`src/logic/kpi_pkg.sv`:
```
/*
  Shared constants for the keyboard pin interrupt unit: register
  indices, decoder select codes, field positions, reset values, bus answers.
  Assumes a 32-bit AXI4-Lite register bus and eight keyboard pins.
*/
package kpi_pkg;

  // pin count and bus widths
  localparam int          PIN_COUNT  = 8;
  localparam int          ADDR_W     = 16;
  localparam int          DATA_W     = 32;

  // printed register indices; byte address is four times the index
  localparam logic [15:0] IDX_SCR    = 16'h001A;
  localparam logic [15:0] IDX_ENABLE = 16'h001B;
  localparam logic [15:0] IDX_POLAR  = 16'h0448;
  localparam logic [15:0] IDX_BREAK  = 16'h0020;

  // select codes used by the address decoder
  localparam logic [2:0]  SEL_NONE   = 3'h0;
  localparam logic [2:0]  SEL_SCR    = 3'h1;
  localparam logic [2:0]  SEL_ENABLE = 3'h2;
  localparam logic [2:0]  SEL_POLAR  = 3'h3;
  localparam logic [2:0]  SEL_BREAK  = 3'h4;

  // status/control and break register field positions
  localparam int          BIT_TRIG   = 0;
  localparam int          BIT_MASK   = 1;
  localparam int          BIT_ACK    = 2;
  localparam int          BIT_FLAG   = 3;
  localparam int          BIT_BRKCLR = 0;

  // reset values
  localparam logic [7:0]  RST_BYTE   = 8'h00;
  localparam logic        RST_BIT    = 1'b0;

  // bus answers
  localparam logic [1:0]  RESP_OKAY  = 2'h0;
  localparam logic [1:0]  RESP_SLV   = 2'h2;

endpackage

```
`src/logic/kpi_keyboard.sv`:
```
/*
  Keyboard pin interrupt unit: eight port pins with enable and polarity,
  edge-only or edge-and-level triggering, a latched request with
  pending flag, mask and acknowledge, reached over AXI4-Lite.
  Assumes pins synchronous enough for a two-stage synchroniser, and a
  CPU that pulses VECTOR_FETCH for one cycle when it takes the vector.
*/
`timescale 1ns/1ps

// What this block does
// an edge is deasserted in one sampled cycle then asserted the next
// eight enableable pins on port A share one request and one mask
// edge-only mode ignores an edge while another enabled pin is asserted
// edge-and-level mode holds the request while any enabled pin asserts
// level mode clears only after acknowledge and all pins released
// a vector fetch acknowledges the request
// writing one to the acknowledge bit clears; it reads as zero
// an edge after an acknowledge latches a fresh request
// a latched unmasked request raises the interrupt for vector FFE0/FFE1
// edge-only mode clears at once on acknowledge
// reset clears the request and the sensitivity bit
// pending flag shows the latched request, independent of the mask
// the mask bit suppresses the interrupt; reset clears it
// enable bits admit pins; disabled pins are ignored; reset clears
// an enabled pin is forced to be an input
// polarity one means rising/high, zero falling/low; reset clears
// polarity picks pullup at zero, pulldown at one, for enabled pins
// in break, software acknowledge works only with break clear enable
// active in wait and stop; an unmasked request wakes the part
// software masks, configures, acknowledges, then unmasks
// control bits 0..3 are sensitivity, mask, acknowledge, flag
// sensitivity one gives edge and level, zero edges only
// each pin passes two flip-flops before detection
module kpi_keyboard
  import kpi_pkg::*;
(
  // clock and reset
  input  wire logic                 CLOCK,
  input  wire logic                 RST,
  // axi4-lite write address
  input  wire logic [ADDR_W-1:0]    AWADDR,
  input  wire logic                 AWVALID,
  output logic                      AWREADY,
  // axi4-lite write data
  input  wire logic [DATA_W-1:0]    WDATA,
  input  wire logic [3:0]           WSTRB,
  input  wire logic                 WVALID,
  output logic                      WREADY,
  // axi4-lite write response
  output logic [1:0]                BRESP,
  output logic                      BVALID,
  input  wire logic                 BREADY,
  // axi4-lite read address
  input  wire logic [ADDR_W-1:0]    ARADDR,
  input  wire logic                 ARVALID,
  output logic                      ARREADY,
  // axi4-lite read data
  output logic [DATA_W-1:0]         RDATA,
  output logic [1:0]                RRESP,
  output logic                      RVALID,
  input  wire logic                 RREADY,
  // keyboard pins and port control
  input  wire logic [PIN_COUNT-1:0] PORT_A_PINS,
  output logic [PIN_COUNT-1:0]      FORCE_INPUT,
  output logic [PIN_COUNT-1:0]      PULLUP_EN,
  output logic [PIN_COUNT-1:0]      PULLDOWN_EN,
  // cpu side
  input  wire logic                 VECTOR_FETCH,
  input  wire logic                 BREAK_STATE,
  output logic                      KBD_IRQ,
  output logic                      WAKEUP
);

  // address decode shared by the write and read paths
  function automatic logic [2:0] reg_sel(input logic [ADDR_W-1:0] a);
    logic [2:0] s;
    s = SEL_NONE;
    if (a == {IDX_SCR[13:0], 2'b00}) begin
      s = SEL_SCR;
    end else if (a == {IDX_ENABLE[13:0], 2'b00}) begin
      s = SEL_ENABLE;
    end else if (a == {IDX_POLAR[13:0], 2'b00}) begin
      s = SEL_POLAR;
    end else if (a == {IDX_BREAK[13:0], 2'b00}) begin
      s = SEL_BREAK;
    end
    return s;
  endfunction

  // software visible state
  logic [PIN_COUNT-1:0] pin_enable_bits;
  logic [PIN_COUNT-1:0] pin_polarity_bits;
  logic                 trigger_sensitivity;
  logic                 request_mask_bit;
  logic                 break_clear_enable;

  // detection state
  logic [PIN_COUNT-1:0] sync_a;
  logic [PIN_COUNT-1:0] sync_b;
  logic [PIN_COUNT-1:0] pin_act;
  logic                 any_act;
  logic                 act_prev;
  logic                 req_latch;
  logic                 edge_seen;
  logic                 ack_strobe;
  logic                 sw_ack;
  logic                 ack_any;
  logic                 pending_flag;
  logic                 next_latch;

  // write channel holding state
  logic                 aw_got;
  logic                 w_got;
  logic [ADDR_W-1:0]    aw_addr;
  logic [7:0]           w_byte;
  logic                 w_lane;

  // write channel wires
  logic                 aw_take;
  logic                 w_take;
  logic                 wr_go;
  logic [ADDR_W-1:0]    wr_addr;
  logic [7:0]           wr_byte;
  logic                 wr_lane;
  logic [2:0]           wr_sel;
  logic                 wr_en;

  // read channel wires
  logic                 ar_take;
  logic [2:0]           rd_sel;
  logic [7:0]           rd_byte;

  // two-stage pin synchroniser
  always_ff @(posedge CLOCK or posedge RST) begin
    if (RST) begin
      sync_a <= RST_BYTE;
      sync_b <= RST_BYTE;
    end else begin
      sync_a <= PORT_A_PINS;
      sync_b <= sync_a;
    end
  end

  // per-pin asserted level after polarity, gated by enable
  genvar gi;
  generate
    for (gi = 0; gi < PIN_COUNT; gi++) begin : g_pin
      assign pin_act[gi] = pin_enable_bits[gi]
                         & ~(sync_b[gi] ^ pin_polarity_bits[gi]);
      assign PULLUP_EN[gi]   = pin_enable_bits[gi] & ~pin_polarity_bits[gi];
      assign PULLDOWN_EN[gi] = pin_enable_bits[gi] & pin_polarity_bits[gi];
    end
  endgenerate

  // enabled pins force the port to input
  assign FORCE_INPUT = pin_enable_bits;

  // combined keyboard level; an edge only when none was asserted before
  assign any_act   = |pin_act;
  assign edge_seen = any_act & ~act_prev;

  // acknowledge sources; a break without clear enable blocks software
  assign sw_ack  = ack_strobe & (~BREAK_STATE | break_clear_enable);
  assign ack_any = VECTOR_FETCH | sw_ack;

  // set wins over clear so an edge in the ack cycle is kept
  assign next_latch = edge_seen | (req_latch & ~ack_any);

  // level term keeps the request while a pin stays asserted
  assign pending_flag = req_latch
                      | (trigger_sensitivity & any_act);

  // interrupt and wakeup: same unmasked request, any power mode
  assign KBD_IRQ = pending_flag & ~request_mask_bit;
  assign WAKEUP  = pending_flag & ~request_mask_bit;

  // request latch and previous sample
  always_ff @(posedge CLOCK or posedge RST) begin
    if (RST) begin
      req_latch <= RST_BIT;
      act_prev  <= RST_BIT;
    end else begin
      req_latch <= next_latch;
      act_prev  <= any_act;
    end
  end

  // write channel handshake
  assign AWREADY = ~aw_got & ~BVALID;
  assign WREADY  = ~w_got & ~BVALID;
  assign aw_take = AWVALID & AWREADY;
  assign w_take  = WVALID & WREADY;
  assign wr_go   = (aw_got | aw_take) & (w_got | w_take);

  // pick held or arriving address and data
  assign wr_addr = aw_got ? aw_addr : AWADDR;
  assign wr_byte = w_got ? w_byte : WDATA[7:0];
  assign wr_lane = w_got ? w_lane : WSTRB[0];
  assign wr_sel  = reg_sel(wr_addr);
  assign wr_en   = wr_go & wr_lane;

  // acknowledge is a one-cycle strobe from a status/control write
  assign ack_strobe = wr_en & (wr_sel == SEL_SCR)
                    & wr_byte[BIT_ACK];

  // hold whichever half of a write arrives first
  always_ff @(posedge CLOCK or posedge RST) begin
    if (RST) begin
      aw_got  <= 1'b0;
      w_got   <= 1'b0;
      aw_addr <= '0;
      w_byte  <= RST_BYTE;
      w_lane  <= 1'b0;
    end else begin
      aw_got <= ~wr_go & (aw_got | aw_take);
      w_got  <= ~wr_go & (w_got | w_take);
      if (aw_take) begin
        aw_addr <= AWADDR;
      end
      if (w_take) begin
        w_byte <= WDATA[7:0];
        w_lane <= WSTRB[0];
      end
    end
  end

  // write response
  always_ff @(posedge CLOCK or posedge RST) begin
    if (RST) begin
      BVALID <= 1'b0;
      BRESP  <= RESP_OKAY;
    end else if (wr_go) begin
      BVALID <= 1'b1;
      BRESP  <= (wr_sel == SEL_NONE) ? RESP_SLV : RESP_OKAY;
    end else if (BREADY) begin
      BVALID <= 1'b0;
    end
  end

  // control registers
  always_ff @(posedge CLOCK or posedge RST) begin
    if (RST) begin
      trigger_sensitivity <= RST_BIT;
      request_mask_bit    <= RST_BIT;
      pin_enable_bits     <= RST_BYTE;
      pin_polarity_bits   <= RST_BYTE;
      break_clear_enable  <= RST_BIT;
    end else if (wr_en) begin
      case (wr_sel)
        SEL_SCR: begin
          trigger_sensitivity <= wr_byte[BIT_TRIG];
          request_mask_bit    <= wr_byte[BIT_MASK];
        end
        SEL_ENABLE: begin
          pin_enable_bits <= wr_byte;
        end
        SEL_POLAR: begin
          pin_polarity_bits <= wr_byte;
        end
        SEL_BREAK: begin
          break_clear_enable <= wr_byte[BIT_BRKCLR];
        end
        default: begin
        end
      endcase
    end
  end

  // read mux: ack and upper nibble read as zero
  assign ar_take = ARVALID & ARREADY;
  assign ARREADY = ~RVALID;
  assign rd_sel  = reg_sel(ARADDR);
  assign rd_byte = (rd_sel == SEL_SCR)    ? {4'h0, pending_flag, 1'b0,
                                             request_mask_bit,
                                             trigger_sensitivity}
                 : (rd_sel == SEL_ENABLE) ? pin_enable_bits
                 : (rd_sel == SEL_POLAR)  ? pin_polarity_bits
                 : (rd_sel == SEL_BREAK)  ? {7'h00, break_clear_enable}
                 : RST_BYTE;

  // read data channel
  always_ff @(posedge CLOCK or posedge RST) begin
    if (RST) begin
      RVALID <= 1'b0;
      RDATA  <= '0;
      RRESP  <= RESP_OKAY;
    end else if (ar_take) begin
      RVALID <= 1'b1;
      RDATA  <= {24'h000000, rd_byte};
      RRESP  <= (rd_sel == SEL_NONE) ? RESP_SLV : RESP_OKAY;
    end else if (RREADY) begin
      RVALID <= 1'b0;
    end
  end

  // edge on a quiet bus latches the flag next cycle
  chk_edge_latches: assert property (
    @(posedge CLOCK) disable iff (RST)
    (any_act && !act_prev) |=> pending_flag)
    else $error("edge did not latch a request");

  // edge-only: no new latch while an enabled pin is held
  chk_held_blocks: assert property (
    @(posedge CLOCK) disable iff (RST)
    (!trigger_sensitivity && act_prev && !req_latch) |=> !req_latch)
    else $error("request latched while a pin was held");

  // level mode keeps the request up
  chk_level_hold: assert property (
    @(posedge CLOCK) disable iff (RST)
    (trigger_sensitivity && any_act) |-> pending_flag)
    else $error("level request dropped");

  // ack while held leaves request, release then clears
  chk_level_clear: assert property (
    @(posedge CLOCK) disable iff (RST)
    (trigger_sensitivity && ack_any && act_prev && any_act)
      |=> (!req_latch && (pending_flag == (trigger_sensitivity && any_act))))
    else $error("level clear sequence wrong");

  // edge-only ack clears at once; the same write may switch to level mode
  chk_edge_ack: assert property (
    @(posedge CLOCK) disable iff (RST)
    (!trigger_sensitivity && ack_any && !edge_seen)
      |=> (!req_latch && (pending_flag == (trigger_sensitivity && any_act))))
    else $error("edge-only ack did not clear");

  // mask gates the interrupt, flag does not care
  chk_mask_gate: assert property (
    @(posedge CLOCK) disable iff (RST)
    KBD_IRQ == (pending_flag && !request_mask_bit))
    else $error("interrupt does not follow flag and mask");

  // ack bit and top nibble read zero
  chk_scr_read: assert property (
    @(posedge CLOCK) disable iff (RST)
    (ar_take && rd_sel == SEL_SCR)
      |=> (RDATA[BIT_ACK] == 1'b0 && RDATA[7:4] == 4'h0
           && RDATA[BIT_FLAG] == $past(pending_flag)))
    else $error("status/control read wrong");

  // protected break ignores a software ack
  chk_break_guard: assert property (
    @(posedge CLOCK) disable iff (RST)
    (BREAK_STATE && !break_clear_enable && !VECTOR_FETCH && req_latch)
      |=> req_latch)
    else $error("ack took effect during protected break");

  // no pin counts while every pin is disabled
  chk_pin_ignore: assert property (
    @(posedge CLOCK) disable iff (RST)
    (pin_enable_bits == 8'h00) |-> !any_act)
    else $error("disabled pin counted");

  // second stage only ever takes the first stage
  chk_sync_chain: assert property (
    @(posedge CLOCK) disable iff (RST)
    sync_b == $past(sync_a))
    else $error("pin synchroniser skipped a stage");

  // software ack outside break drops the latch
  chk_ack_clear: assert property (
    @(posedge CLOCK) disable iff (RST)
    (ack_strobe && !BREAK_STATE && !edge_seen) |=> !req_latch)
    else $error("software ack did not clear the latch");

  // open break lets a software ack through
  chk_break_open: assert property (
    @(posedge CLOCK) disable iff (RST)
    (BREAK_STATE && break_clear_enable && ack_strobe && !edge_seen) |=> !req_latch)
    else $error("ack blocked with break clear enabled");

  // exactly one pull device on each enabled pin, none on disabled pins
  chk_pull_pick: assert property (
    @(posedge CLOCK) disable iff (RST)
    !(|(PULLUP_EN & PULLDOWN_EN)) && ((PULLUP_EN | PULLDOWN_EN) == pin_enable_bits))
    else $error("pull device selection wrong");

endmodule

```
`config.mk`:
```
export PLATFORM = sky130hd
export DESIGN_NAME = kpi_keyboard
export DESIGN_NICKNAME = d
export VERILOG_FILES = /design/src/logic/kpi_pkg.sv /design/src/logic/kpi_keyboard.sv
export SDC_FILE = /design/constraint.sdc
export NUM_CORES = 1
export LEC_CHECK = 0
export BUFFER_PORTS_ARGS = -buffer_cell sky130_fd_sc_hd__buf_4
export CORE_MARGIN = 4
export CORE_UTILIZATION = 48
export CTS_CLUSTER_DIAMETER = 40
export DETAILED_ROUTE_END_ITERATION = 10
export PLACE_DENSITY = 0.8
export SKIP_LAST_GASP = 1
export SLEW_MARGIN = 20
export SYNTH_ARGS = -nofsm -noshare
export SYNTH_HDL_FRONTEND = slang
export SYNTH_SLANG_ARGS = --single-unit
```
`constraint.sdc`:
```
create_clock -name CLOCK -period 2.4 [get_ports CLOCK]
set_input_delay 0 -clock CLOCK [delete_from_list [all_inputs] [get_ports CLOCK]]
set_output_delay 0 -clock CLOCK [all_outputs]
set_load 0.005 [all_outputs]
```
==> results.md <==
- Run status: completed
- FP Rows: 31
- Routed vias/inst: 5.02
- Remaining design rule violation count: 0
- Total of max-cap violations: 0
- Placed wire-length estimate: 6.21 mm
- Pleak: 2.37 nW
- Die H: 95.4 um
- Post-synthesis cell type count: 40
- Final setup fails: 0
- Largest net degree at the start of global routing: 74
- Total power per unit cell area: 758 mW/mm2
- I/O pins: 152
- Final Total Pwr: 0.00380 W
- Layout Cells excl Fill: 554
- Post-synthesis sequential area ratio: 51.9%
- DR vias: 2779
- Gpl congestion: 0.785
- Clock tree buffer depth: 2
- CP endpoint kind: register
- Comb pwr share: 25.2%
- H-tree levels: 3
- First-pass GRT wire length: 13.4 mm
- Avg WL per Cell: 15.2 um
- Antenna diode count: 0
- Fmax: 0.458 GHz
- Pre-antenna DRT Iters: 4
- Worst EP arrival: 2.41 ns
- Layout Nets: 535
- Number of synthesized register bits: 76
- Routed wire length on met3: 498 um
- Synth warn: 0
- Setup_tns: 0 ns
- R2R Path Start: w_got
- DR iter-0 viols: 101
- Critical Path Fanout Max: 11
- Synth Instances: 312
- Sw Share: 28.5%
- Worst VDD drop: 0.526 mV
- ANT nets after route: 0
- Clock Skew: 0.0117 ns
- Fill cells: 534
- Clock power frac: 29.2%
- Area delta synth->final: 36.6%
- Met2 WL: 4.15 mm
- Period utilisation layout: 91.0%
- Layout cell share with drive strength beyond 1: 38.0%
- Worst slew pin tran: 0.738 ns
- Die area: 0.00910 mm2
- Initial antenna violation count: 0
- CTS tree: done
- Die X: 95.4 um
- Core outline area: 0.00733 mm2
- Hold Path Depth: 3
- Async set-reset flop share out of synthesis: 100%
- Cts repair resizes: 0
- Num Clock Sinks: 76
- Reg2Reg Depth: 4
- Clock Tree Root: clkbuf_8
- Tmin final: 2.18 ns
- Mean Syn Cell Area: 11.8 um2
- Dominant synthesized flop cell: dfrtp_1
- Most common cell after layout, fill and taps aside: buf_4
- Switching pwr: 0.00108 W
- Worst rel slew slack: 50.8%
- Clk slew on worst S/H paths: 0.08 ns
- Flop pwr share: 45.6%
- GRT Residual Overflow: 0
- Placed insts: 501
- Fin. Hold Viols: 0
- CP endpoint: pin_polarity_bits[7]
- DRT met1 WL: 3.62 mm
- WS Path Type: reg2reg
- Skew-Pair Late Insertion Delay: 0.35 ns
- Post-Syn Area: 0.00367 mm2
- Setup crit start: w_got
- Post-Route WL: 8.44 mm
- Vias in the first global route: 2820
- Num CTS Buffers: 9
- Post-synth EDFFs: 0
- Total track usage: 19.6%
- Hold Crit Class: in2reg
- Worst Setup Start Kind: register
- Post-CTS Setup Bufs: 0
- WP data required: 2.63 ns
- Most frequent cells in the layout: buf_4 (99), dfrtp_1 (76), mux2_2 (52)
- Top layer in use: met4
- Power Internal: 0.00271 W
- Unrepaired setup endpoints after global routing: false
- Port-buffer cells: 98
- Pins Over Slew Limit: 0
- Reg-to-reg slack, setup: 0.22 ns
- Initial Utilization: 50.0%
- R2r endpoint: pin_polarity_bits[7]
==> worst min-delay path by stage <==
stage | startpoint | to | slack [ns]
final | AWVALID | aw_got | 0.06
after global routing | ARVALID | RDATA[2] | 0.05
after CTS | ARVALID | RDATA[5] | 0.04
after detailed placement | RST | aw_addr[13] | -0.12
after global placement | RST | aw_addr[14] | -0.12
after floorplan | PORT_A_PINS[0] | sync_a[0] | 0.03
==> cells in the mapped netlist, types with 4 or more instances <==
| library cell | n | area, um2 |
|---|---|---|
| a21oi_1 | 5 | 25.0 |
| a22oi_1 | 12 | 90.1 |
| and2_1 | 11 | 68.8 |
| buf_4 | 28 | 210 |
| clkbuf_1 | 4 | 15.0 |
| dfrtp_1 | 76 | 1900 |
| inv_1 | 7 | 26.3 |
| mux2_2 | 52 | 586 |
| nand2_1 | 15 | 56.3 |
| nand3_1 | 4 | 20.0 |
| nor2_1 | 14 | 52.6 |
| nor2b_1 | 10 | 62.6 |
| nor3_1 | 8 | 40.0 |
| nor4_1 | 4 | 25.0 |
| nor4b_1 | 4 | 35.0 |
| o21ai_0 | 10 | 50.1 |
| o22ai_1 | 4 | 25.0 |
| xnor2_1 | 8 | 70.1 |
==> sequential cells by signal, indices dropped and copies added, names as in the netlist, 8 cells and up <==
| name | count |
|---|---|
| FORCE_INPUT | 8 |
| sync_a | 8 |
| aw_addr | 16 |
| sync_b | 8 |
| RDATA | 8 |
| pin_polarity_bits | 8 |
| w_byte | 8 |
==> timing repair <==
| item | CTS | global route |
|---|---|---|
| hold buffers | 37 | 0 |
| endpoints found under the hold margin | 112 | 0 |
| setup endpoints to repair | 0 | 0 |
==> stage by stage <==
step / hold WS [ns] / utilization, % / area (um2) / setup slack (ns)
after floorplan: 0.0314 / - / 3760 / 0.462
after global placement: -0.119 / 60.1 / 4410 / 0.328
final: 0.0567 / 68.3 / 5010 / 0.217
after CTS: 0.0448 / 68.3 / 5010 / 0.212
after global routing: 0.0533 / 68.3 / 5010 / 0.0843
after detailed placement: -0.118 / 60.1 / 4410 / 0.206
==> layer usage <==
metal  GRT usage, %  up-vias
met5              0        -
met2           33.2       88
met1           24.9     1339
met4           8.41        0
li1               -     1337
met3           3.24       15
==> layout make-up <==
| type | count | area [um2] | share of cell area, % |
|---|---|---|---|
| Multi-Input combinational cell | 219 | 1590 | 31.8 |
| Tap cell | 99 | 124 | 2.47 |
| Inverter | 7 | 26.3 | 0.525 |
| Sequential cell | 76 | 1900 | 38.0 |
| Clock buffer | 10 | 138 | 2.75 |
| Timing Repair Buffer | 137 | 1130 | 22.6 |
| Clock inverter | 6 | 93.8 | 1.87 |
==> power groups by stage <==
| stage | logic (W) | clock network (W) | registers (W) |
|---|---|---|---|
| global route | 0.00104 | 0.00120 | 0.00177 |
| finish | 0.000956 | 0.00111 | 0.00173 |
| CTS | 0.000960 | 0.00113 | 0.00173 |
| detailed placement | 0.000905 | 0 | 0.00176 |
| global placement | 0.000873 | 0 | 0.00173 |
| floorplan | 0.000722 | 0 | 0.00167 |
==> critical path: stages (launching register included) <==
cell	delay, ns
dfrtp_1	0.63
a21oi_1	0.22
a2111oi_4	0.59
nand2_2	0.28
mux2_2	0.35
==> cells by family after synthesis <==
logic type      count (synthesis)  share of synthesized area [%]
simple gates                   89                           14.3
flops                          76                           51.9
mux                            54                           16.5
compound gates                 42                           7.99
buf+inv                        42                           7.27
xor+xnor                        8                           1.91
other cells                     1                          0.102
(Power assumes the default switching activity.)
